`src/bwcrc_pkg.sv`:
```
// Package with register map, field layout and reset values of the CRC unit
package bwcrc_pkg;
	// Byte addresses of the registers on APB
	localparam logic [11:0] BWCRC_CONTROL_ADDR = 12'h000;
	localparam logic [11:0] BWCRC_INPUT_ADDR = 12'h004;
	localparam logic [11:0] BWCRC_SUM_LOW_ADDR = 12'h008;
	localparam logic [11:0] BWCRC_SUM_HIGH_ADDR = 12'h00C;
	// Field position of the polynomial select bit
	localparam int BWCRC_CHOICE_BIT = 0;
	// Reset values
	localparam logic BWCRC_CHOICE_RST = 1'h0;
	localparam logic [7:0] BWCRC_INPUT_RST = 8'h00;
	localparam logic [15:0] BWCRC_SUM_RST = 16'h0000;
	// Feedback values of the two generator polynomials
	localparam logic [15:0] BWCRC_GENERATOR_CHOICE_CCITT = 16'h1021;
	localparam logic [15:0] BWCRC_GENERATOR_CHOICE_CRC16 = 16'h8005;
	// Number of shift steps per byte
	localparam int BWCRC_STEPS = 8;
endpackage

```
`src/byte_wise_crc16_unit.sv`:
```
// APB register slave and byte-wise 16-bit CRC datapath
//
// The address map and the APB interface to the registers were decided locally.
`timescale 1ns/100ps
module bwcrc_byte_wise_crc16_unit
	import bwcrc_pkg::*;
(
	input wire logic clk, // 50 MHz system clock
	input wire logic reset_n, // Asynchronous reset, active low
	input wire logic psel, // APB select
	input wire logic penable, // APB access phase
	input wire logic pwrite, // APB direction, high for write
	input wire logic [11:0] paddr, // APB byte address
	input wire logic [31:0] pwdata, // APB write data
	input wire logic [3:0] pstrb, // APB byte strobes
	output logic [31:0] prdata, // APB read data, from flip-flops
	output logic pready, // APB ready, always high
	output logic pslverr // APB error for unmapped address
);

	logic generatorChoice_r; // Polynomial select bit
	logic [7:0] crcInputByte_r; // Last byte written to input register
	logic [15:0] runningChecksum_r; // Stored checksum pair
	logic [15:0] foldedSum; // Checksum after folding the written byte
	logic [15:0] polyValue; // Feedback value picked by select bit
	logic [31:0] readValue; // Combinational read mux
	logic mapped; // Address hits a register
	logic wrAccess; // Write completing this edge
	logic rdAccess; // Read in its setup phase this edge
	logic laneWrite; // Byte lane 0 is written

	// Access decode, zero-wait slave
	assign pready = 1'b1;
	assign mapped = (paddr == BWCRC_CONTROL_ADDR)
		|| (paddr == BWCRC_INPUT_ADDR)
		|| (paddr == BWCRC_SUM_LOW_ADDR)
		|| (paddr == BWCRC_SUM_HIGH_ADDR);
	assign pslverr = psel && penable && !mapped;
	assign wrAccess = psel && penable && pwrite && mapped;
	assign rdAccess = psel && !penable && !pwrite;
	assign laneWrite = pstrb[0];

	// Only two fixed feedback values, no programmable one
	assign polyValue = generatorChoice_r ? BWCRC_GENERATOR_CHOICE_CRC16
		: BWCRC_GENERATOR_CHOICE_CCITT;

	// Chain of eight shift stages, one per data bit
	logic [15:0] stageSum [0:BWCRC_STEPS]; // Partial sums between steps

	// Byte first goes into the high half of the stored checksum
	assign stageSum[0] = runningChecksum_r ^ {pwdata[7:0], 8'h00};

	// Each stage shifts left, feeding back when a one drops out
	for (genvar k = 0; k < BWCRC_STEPS; k++)
	begin : g_step
		// Feedback applied only after a one has left bit 15
		assign stageSum[k + 1] = stageSum[k][15]
			? ({stageSum[k][14:0], 1'b0} ^ polyValue)
			: {stageSum[k][14:0], 1'b0};
	end

	// Whole byte folded within the same cycle
	assign foldedSum = stageSum[BWCRC_STEPS];

	// Polynomial select register
	always_ff @(posedge clk or negedge reset_n)
	begin
		if (!reset_n)
			generatorChoice_r <= BWCRC_CHOICE_RST;
		else if (wrAccess && laneWrite && paddr == BWCRC_CONTROL_ADDR)
			generatorChoice_r <= pwdata[BWCRC_CHOICE_BIT];
	end

	// Input byte register
	always_ff @(posedge clk or negedge reset_n)
	begin
		if (!reset_n)
			crcInputByte_r <= BWCRC_INPUT_RST;
		else if (wrAccess && laneWrite && paddr == BWCRC_INPUT_ADDR)
			crcInputByte_r <= pwdata[7:0];
	end

	// Checksum pair: updated by input writes or loaded by software
	always_ff @(posedge clk or negedge reset_n)
	begin
		if (!reset_n)
			runningChecksum_r <= BWCRC_SUM_RST;
		else if (wrAccess && laneWrite)
		begin
			// Input write folds byte in the same edge
			if (paddr == BWCRC_INPUT_ADDR)
				runningChecksum_r <= foldedSum;
			// Direct preset of the low byte
			else if (paddr == BWCRC_SUM_LOW_ADDR)
				runningChecksum_r[7:0] <= pwdata[7:0];
			// Direct preset of the high byte
			else if (paddr == BWCRC_SUM_HIGH_ADDR)
				runningChecksum_r[15:8] <= pwdata[7:0];
		end
		// Otherwise value is kept for the next byte
	end

	// Read mux, unused bits zero
	always_comb
	begin
		readValue = 32'h00000000;
		unique case (paddr)
			BWCRC_CONTROL_ADDR:
				readValue[0] = generatorChoice_r;
			BWCRC_INPUT_ADDR:
				readValue[7:0] = crcInputByte_r;
			BWCRC_SUM_LOW_ADDR:
				readValue[7:0] = runningChecksum_r[7:0];
			BWCRC_SUM_HIGH_ADDR:
				readValue[7:0] = runningChecksum_r[15:8];
			default:
				readValue = 32'h00000000;
		endcase
	end

	// Read data captured in the setup cycle, stable during access
	always_ff @(posedge clk or negedge reset_n)
	begin
		if (!reset_n)
			prdata <= 32'h00000000;
		else if (rdAccess)
			prdata <= readValue;
	end

	// Reference fold for the checkers, in the serial form: each data
	// bit meets the bit leaving the top, so it shares nothing with the
	// stage chain above and catches a slip in it
	function automatic logic [15:0] bwcrcRefFold(input logic [15:0] sum,
		input logic [7:0] data, input logic choice);
		logic [15:0] acc;
		logic [15:0] generator_choice;
		logic feed;
		acc = sum;
		generator_choice = choice ? BWCRC_GENERATOR_CHOICE_CRC16 : BWCRC_GENERATOR_CHOICE_CCITT;
		feed = 1'b0;
		for (int j = BWCRC_STEPS - 1; j >= 0; j--)
		begin
			// Bit leaving the top meets the next data bit
			feed = acc[15] ^ data[j];
			acc = {acc[14:0], 1'b0};
			if (feed)
			begin
				acc = acc ^ generator_choice;
			end
		end
		return acc;
	endfunction

	// Helper: expected checksum after a fold in this cycle
	logic [15:0] expectSum; // Reference result, one cycle late
	always_ff @(posedge clk or negedge reset_n)
	begin
		if (!reset_n)
			expectSum <= BWCRC_SUM_RST;
		else
			expectSum <= bwcrcRefFold(runningChecksum_r, pwdata[7:0],
				generatorChoice_r);
	end
endmodule

```
`config.mk`:
```
export PLATFORM = sky130hd
export DESIGN_NAME = bwcrc_byte_wise_crc16_unit
export DESIGN_NICKNAME = d
export VERILOG_FILES = /design/src/bwcrc_pkg.sv /design/src/byte_wise_crc16_unit.sv
export SDC_FILE = /design/constraint.sdc
export NUM_CORES = 1
export LEC_CHECK = 0
export BUFFER_PORTS_ARGS = -buffer_cell sky130_fd_sc_hd__buf_2
export CELL_PAD_IN_SITES_DETAIL_PLACEMENT = 0
export CELL_PAD_IN_SITES_GLOBAL_PLACEMENT = 1
export CORE_MARGIN = 5
export CORE_UTILIZATION = 30
export CTS_BUF_LIST = sky130_fd_sc_hd__clkbuf_8
export DETAILED_ROUTE_END_ITERATION = 8
export PLACE_DENSITY_LB_ADDON = 0.1
export SLEW_MARGIN = 20
export SYNTH_ARGS = -nofsm -noshare
export SYNTH_HDL_FRONTEND = slang
export SYNTH_SLANG_ARGS = --single-unit
```
`constraint.sdc`:
```
create_clock -name clk -period 3 [get_ports clk]
set_input_delay 0.3 -clock clk [delete_from_list [all_inputs] [get_ports clk]]
set_output_delay 0.3 -clock clk [all_outputs]
set_load 0.1 [all_outputs]
```
# Word-level counts from Yosys, hierarchy flattened
# Index checks and enable logic that the tools add are counted.
# W data, S select, Z words.
# word_totals
ff_bits,33
in_bits,53
out_inout_bits,34
elab_cells,53
# classes
eq_ne,4
muxes,15
bitwise_logic,9
n_reduce_logical,20
# ops
op,count
$mux W16,10
$xor A16 B16 Y16,9
$eq A12 B4 Y1 const B,2
$mux W8,3
$pmux W7 S3,1
$eq A12 B3 Y1 const B,1
$logic_not A12 Y1,1
$logic_and A1 B1 Y1,9
$pmux W1 S4,1
$reduce_bool A2 Y1,2
$logic_not A1 Y1,3
$logic_or A1 B1 Y1,3
$reduce_and A3 Y1,1
$ne A2 B2 Y1 const B,1
$reduce_and A2 Y1,1

# Depth between registers and ports, before layout
# logic_depth
ltp_word,18
depth_mapped,8
mapped_depth_nobuf,7

# Worst setup path after synthesis
# Ideal clock, no wire load.
# synth_path
path_kind,register -> register
start,register runningChecksum_r[14]
end,register runningChecksum_r[15]
setup_ns,0.069
arrival_time_ns,2.218
required_time_ns,2.931
slack_ns,0.713
path_stages_with_launch,8
n_path_buf,0
period_less_slack_ns,2.287
cell_sequence,dfrtp_1 > xor2_2 > and2_4 > xor3_2 > xor3_1 > a2111oi_2 > a31oi_1 > nand3_1
# synth_between
elab_chain_cells,17
# synth_rtl
element,line,source
start: declaration,byte_wise_crc16_unit.sv:23,logic [15:0] runningChecksum_r;
start signal: assignment,byte_wise_crc16_unit.sv:92,runningChecksum_r <= foldedSum;
start signal: assignment,byte_wise_crc16_unit.sv:98,runningChecksum_r[15:8] <= pwdata[7:0];
$xor A16 B16 Y16 (*),byte_wise_crc16_unit.sv:51,"assign stageSum[0] = runningChecksum_r ^ {pwdata[7:0], 8'h00};"
$xor A16 B16 Y16,byte_wise_crc16_unit.sv:58,"? ({stageSum[k][14:0], 1'b0} ^ polyValue)"
$mux W16 (*) (2 in series),byte_wise_crc16_unit.sv:58,
$xor A16 B16 Y16,byte_wise_crc16_unit.sv:58,
$mux W16 (*),byte_wise_crc16_unit.sv:58,
$xor A16 B16 Y16,byte_wise_crc16_unit.sv:58,
$mux W16 (*),byte_wise_crc16_unit.sv:58,
$xor A16 B16 Y16,byte_wise_crc16_unit.sv:58,
$mux W16 (*),byte_wise_crc16_unit.sv:58,
$xor A16 B16 Y16,byte_wise_crc16_unit.sv:58,
$mux W16 (*),byte_wise_crc16_unit.sv:58,
$xor A16 B16 Y16,byte_wise_crc16_unit.sv:58,
$mux W16 (*),byte_wise_crc16_unit.sv:58,
$xor A16 B16 Y16,byte_wise_crc16_unit.sv:58,
$mux W16 (*),byte_wise_crc16_unit.sv:58,
$mux W16 (*),byte_wise_crc16_unit.sv:91,if (paddr == BWCRC_INPUT_ADDR)
# Every way passes the cells marked *; elsewhere a longest branch is shown, timed or not.
# A chain may end at the register's enable or synchronous reset.

# Worst setup path in the final report
# Same ends and word-level chain as after synthesis.

==> reports/results.ini <==
[outcome]
outcome=complete, no violations

[global_route]
grt_pass1_vias=1913
grt_pass1_wl_um=10500
antenna_violations_before_repair=0
globalRoute.totalOverflow=0
groute.usage.overall_pct=13.1
largest_net_degree_at_the_start_of_global_routing=34

[finish]
drive_gt1_share_pct=27.8
finalInstanceArea_um2=2890
antennaDiodeCount=0
layout.nets=361
flow.area_growth_from_synthesis_pct=10.7
fill_cells=916

[timing]
worst_clock_skew_ps=3.77
period_needed_ps=2550
max_slew_violation_count=0
highest_clock_rate_mhz=393
rsz0062_at_grt=no
slew_headroom_pct=47.0
worst_slew_pin_slew_ps=795
report.final.setup_viol=0
tns_ps=0
finalCritPeriodShare_pct=84.8
hold_viol_final=0

[power_and_ir_drop]
pwr-share-clk_pct=29.6
leakage_uw=0.00137
seq_power_share_pct=39.9
netsw_uw=415
internal_power_uw=701
p_sw_share_pct=37.2
power_density_nw_per_um2=387
combinationalPowerShare_pct=30.5
maximum_vdd_ir_drop_v=0.000126

[clock_network]
clock_insertion_delay_worst_skew_ps=280
clock_sinks=33
root_buffer_cell=clkbuf_8
clock_tree_from_tritoncts=done
clockBufferDepth=2
numCtsBuffers=5
cts_max_level=2
clk_pin_slew_ps=70
post_cts_hold_buffer_count=0
postCtsResizedCells=0
postCtsSetupBuffers=0

[floorplanning]
chipHeight_um=103
placeableCoreArea_um2=8590
initial_core_utilization_pct=30.3
dieArea_um2=10700
cell_rows=34
fp.dieW_um=103
ioPinCount=87

[critical_path]
rrSetupSlack_ps=450
worst_r2r_path_depth=7
worst_path_max_delay_cell=xor3_2
timing.critical_path.cells=xor2_2 -> and2_4 -> xor3_2 -> xor3_1 -> a2111oi_2 -> a31oi_1 -> nand3_1
worst-path-max-fanout=4
critPathCaptureType=flip-flop
data_required_time_of_the_worst_path_ps=3220
worst_r2r_endpoint=runningChecksum_r[15]$_DFFE_PN0P_
critical_path.reg2reg.startpoint=runningChecksum_r[14]$_DFFE_PN0P_
worst-setup-path-type=reg -> reg
timing.critical_path.arrival_ps=2760
worstSetupStartpointType=flip-flop
worst_path_largest_cell_delay_ps=500

[synth]
synth_seq_area_share_pct=31.7
syn-instance-count=268
synthesis.area_um2=2610
synthDistinctLibCells=52
synthesis.yosys.warnings=0
ys_async_sr_fraction_pct=100
syn-mean-instance-area_um2=9.73
synth-edff-count=0
number_of_register_bits_inferred_by_synthesis=33
synth-main-ff-cell=dfrtp_1

[detailed_routing]
routed_wire_length_per_instance_um=16.3
detail_route.drc_violations=0
routed-via-count=1987
drt-vias-per-instance=4.76
routed_wirelength_um=6780
drtIter0Drc=79
drt_first_pass_iters=4
ant_nets=0

[place]
detailed_place_hpwl_um=4970
routabilityCongestion=0.754
place_area_um2=2800
input_output_buffers=34

[min_path]
hold_path_class=in -> async

[job]
max_cap_violations=0

Yosys cell counts, types with 5 or more instances:
cell / number / area [um2]
nand3_1: 7 / 35.0
a21oi_1: 7 / 35.0
buf_4: 25 / 188
dfrtp_1: 33 / 826
nand4_1: 5 / 31.3
nor2_1: 17 / 63.8
and3_1: 5 / 31.3
nor3_1: 6 / 30.0
xor2_1: 8 / 70.1
o21ai_0: 16 / 80.1
xnor2_1: 17 / 149
mux2_2: 18 / 203
mux2i_1: 5 / 50.1
a22o_1: 14 / 123
nand2_1: 27 / 101
flip-flops by register name (all words and copies together), names as in the netlist:
register	cells
crcInputByte_r	8
generatorChoice_r	1
prdata	8
runningChecksum_r	16
cells by family (layout without fill, tap and decap cells):
group	after synthesis	count (layout)	share of synthesized area (%)
multiplexers	24	24	10.6
other	2	25	0.288
AO/OA/AOI/OAI	51	51	13.8
AND/OR/NAND/NOR	82	82	15.4
flip-flops	33	33	31.7
XOR/XNOR	36	36	16.8
buffers and inverters	40	58	11.5
cell usage in the layout, fill, tap and decap left out, types with 3 or more instances in the layout:
master	Yosys	final
nor3_1	6	6
xnor2_2	3	3
buf_4	25	12
mux2_2	18	18
nor4_1	3	3
nand2_1	27	27
a21oi_1	7	7
and3_1	5	5
clkbuf_8	4	5
a22o_1	14	14
xor2_1	8	8
nor2_1	17	17
inv_1	4	5
nand4_1	5	5
o21ai_0	16	16
conb_1	2	25
xor2_2	3	3
buf_2	1	34
nand3_1	7	7
dfrtp_1	33	33
mux2i_1	5	5
xnor2_1	17	17
worst max-delay path: cells and delay by family, from the launching register on:
kind / cells / cell delay, ps
DFF: 1 / 420
xor gates and xnor gates: 3 / 1270
and+or+nand+nor: 2 / 330
AOI/OAI and AO/OA: 2 / 470
power by group through the flow:
stage                     Combinational (uW)  Clock, uW  Sequential [uW]
after global placement                   342          0              454
final                                    340        330              445
after global routing                     362        368              445
after CTS                                343        347              445
after floorplan                          304          0              454
after detailed placement                 342          0              454
cell type report:
class,instances,area [um2],area share (%)
clock inverters,3,13.8,0.477
clock buffers,5,68.8,2.38
repair buffers,46,260,9.02
well taps,108,135,4.68
multi-input cells,218,1570,54.3
inverters,4,15.0,0.520
flip-flops and latches,33,826,28.6
stage by stage:
step	cells	setup WS [ps]	hold WS, ps	util (%)	total power (uW)
2_1_floorplan	291	713	4.41	-	758
5_1_grt	417	326	164	33.6	1180
4_1_cts	417	444	123	33.6	1130
6_report	417	455	98.0	33.6	1120
3_3_place_gp	409	460	447	32.6	796
3_5_place_dp	409	460	446	32.6	796
how the worst max path moves through the flow:
stage                     slack [ps]                              start                                 to
after global routing             330  runningChecksum_r[14]$_DFFE_PN0P_  runningChecksum_r[15]$_DFFE_PN0P_
final                            450  runningChecksum_r[14]$_DFFE_PN0P_  runningChecksum_r[15]$_DFFE_PN0P_
after floorplan                  710  runningChecksum_r[14]$_DFFE_PN0P_  runningChecksum_r[15]$_DFFE_PN0P_
after detailed placement         460                          pwdata[6]  runningChecksum_r[15]$_DFFE_PN0P_
after CTS                        440  runningChecksum_r[14]$_DFFE_PN0P_  runningChecksum_r[15]$_DFFE_PN0P_
after global placement           460                          pwdata[6]  runningChecksum_r[15]$_DFFE_PN0P_
per-layer routing:
layer | GRT usage [%] | vias up | wire length, um
met5 | 0 | - | 0
met4 | 2.69 | 0 | 27
met3 | 2.28 | 2 | 361
met2 | 21.3 | 58 | 3200
met1 | 18.4 | 949 | 3200
li1 | - | 978 | -
Power figures use the tool's default switching activity.
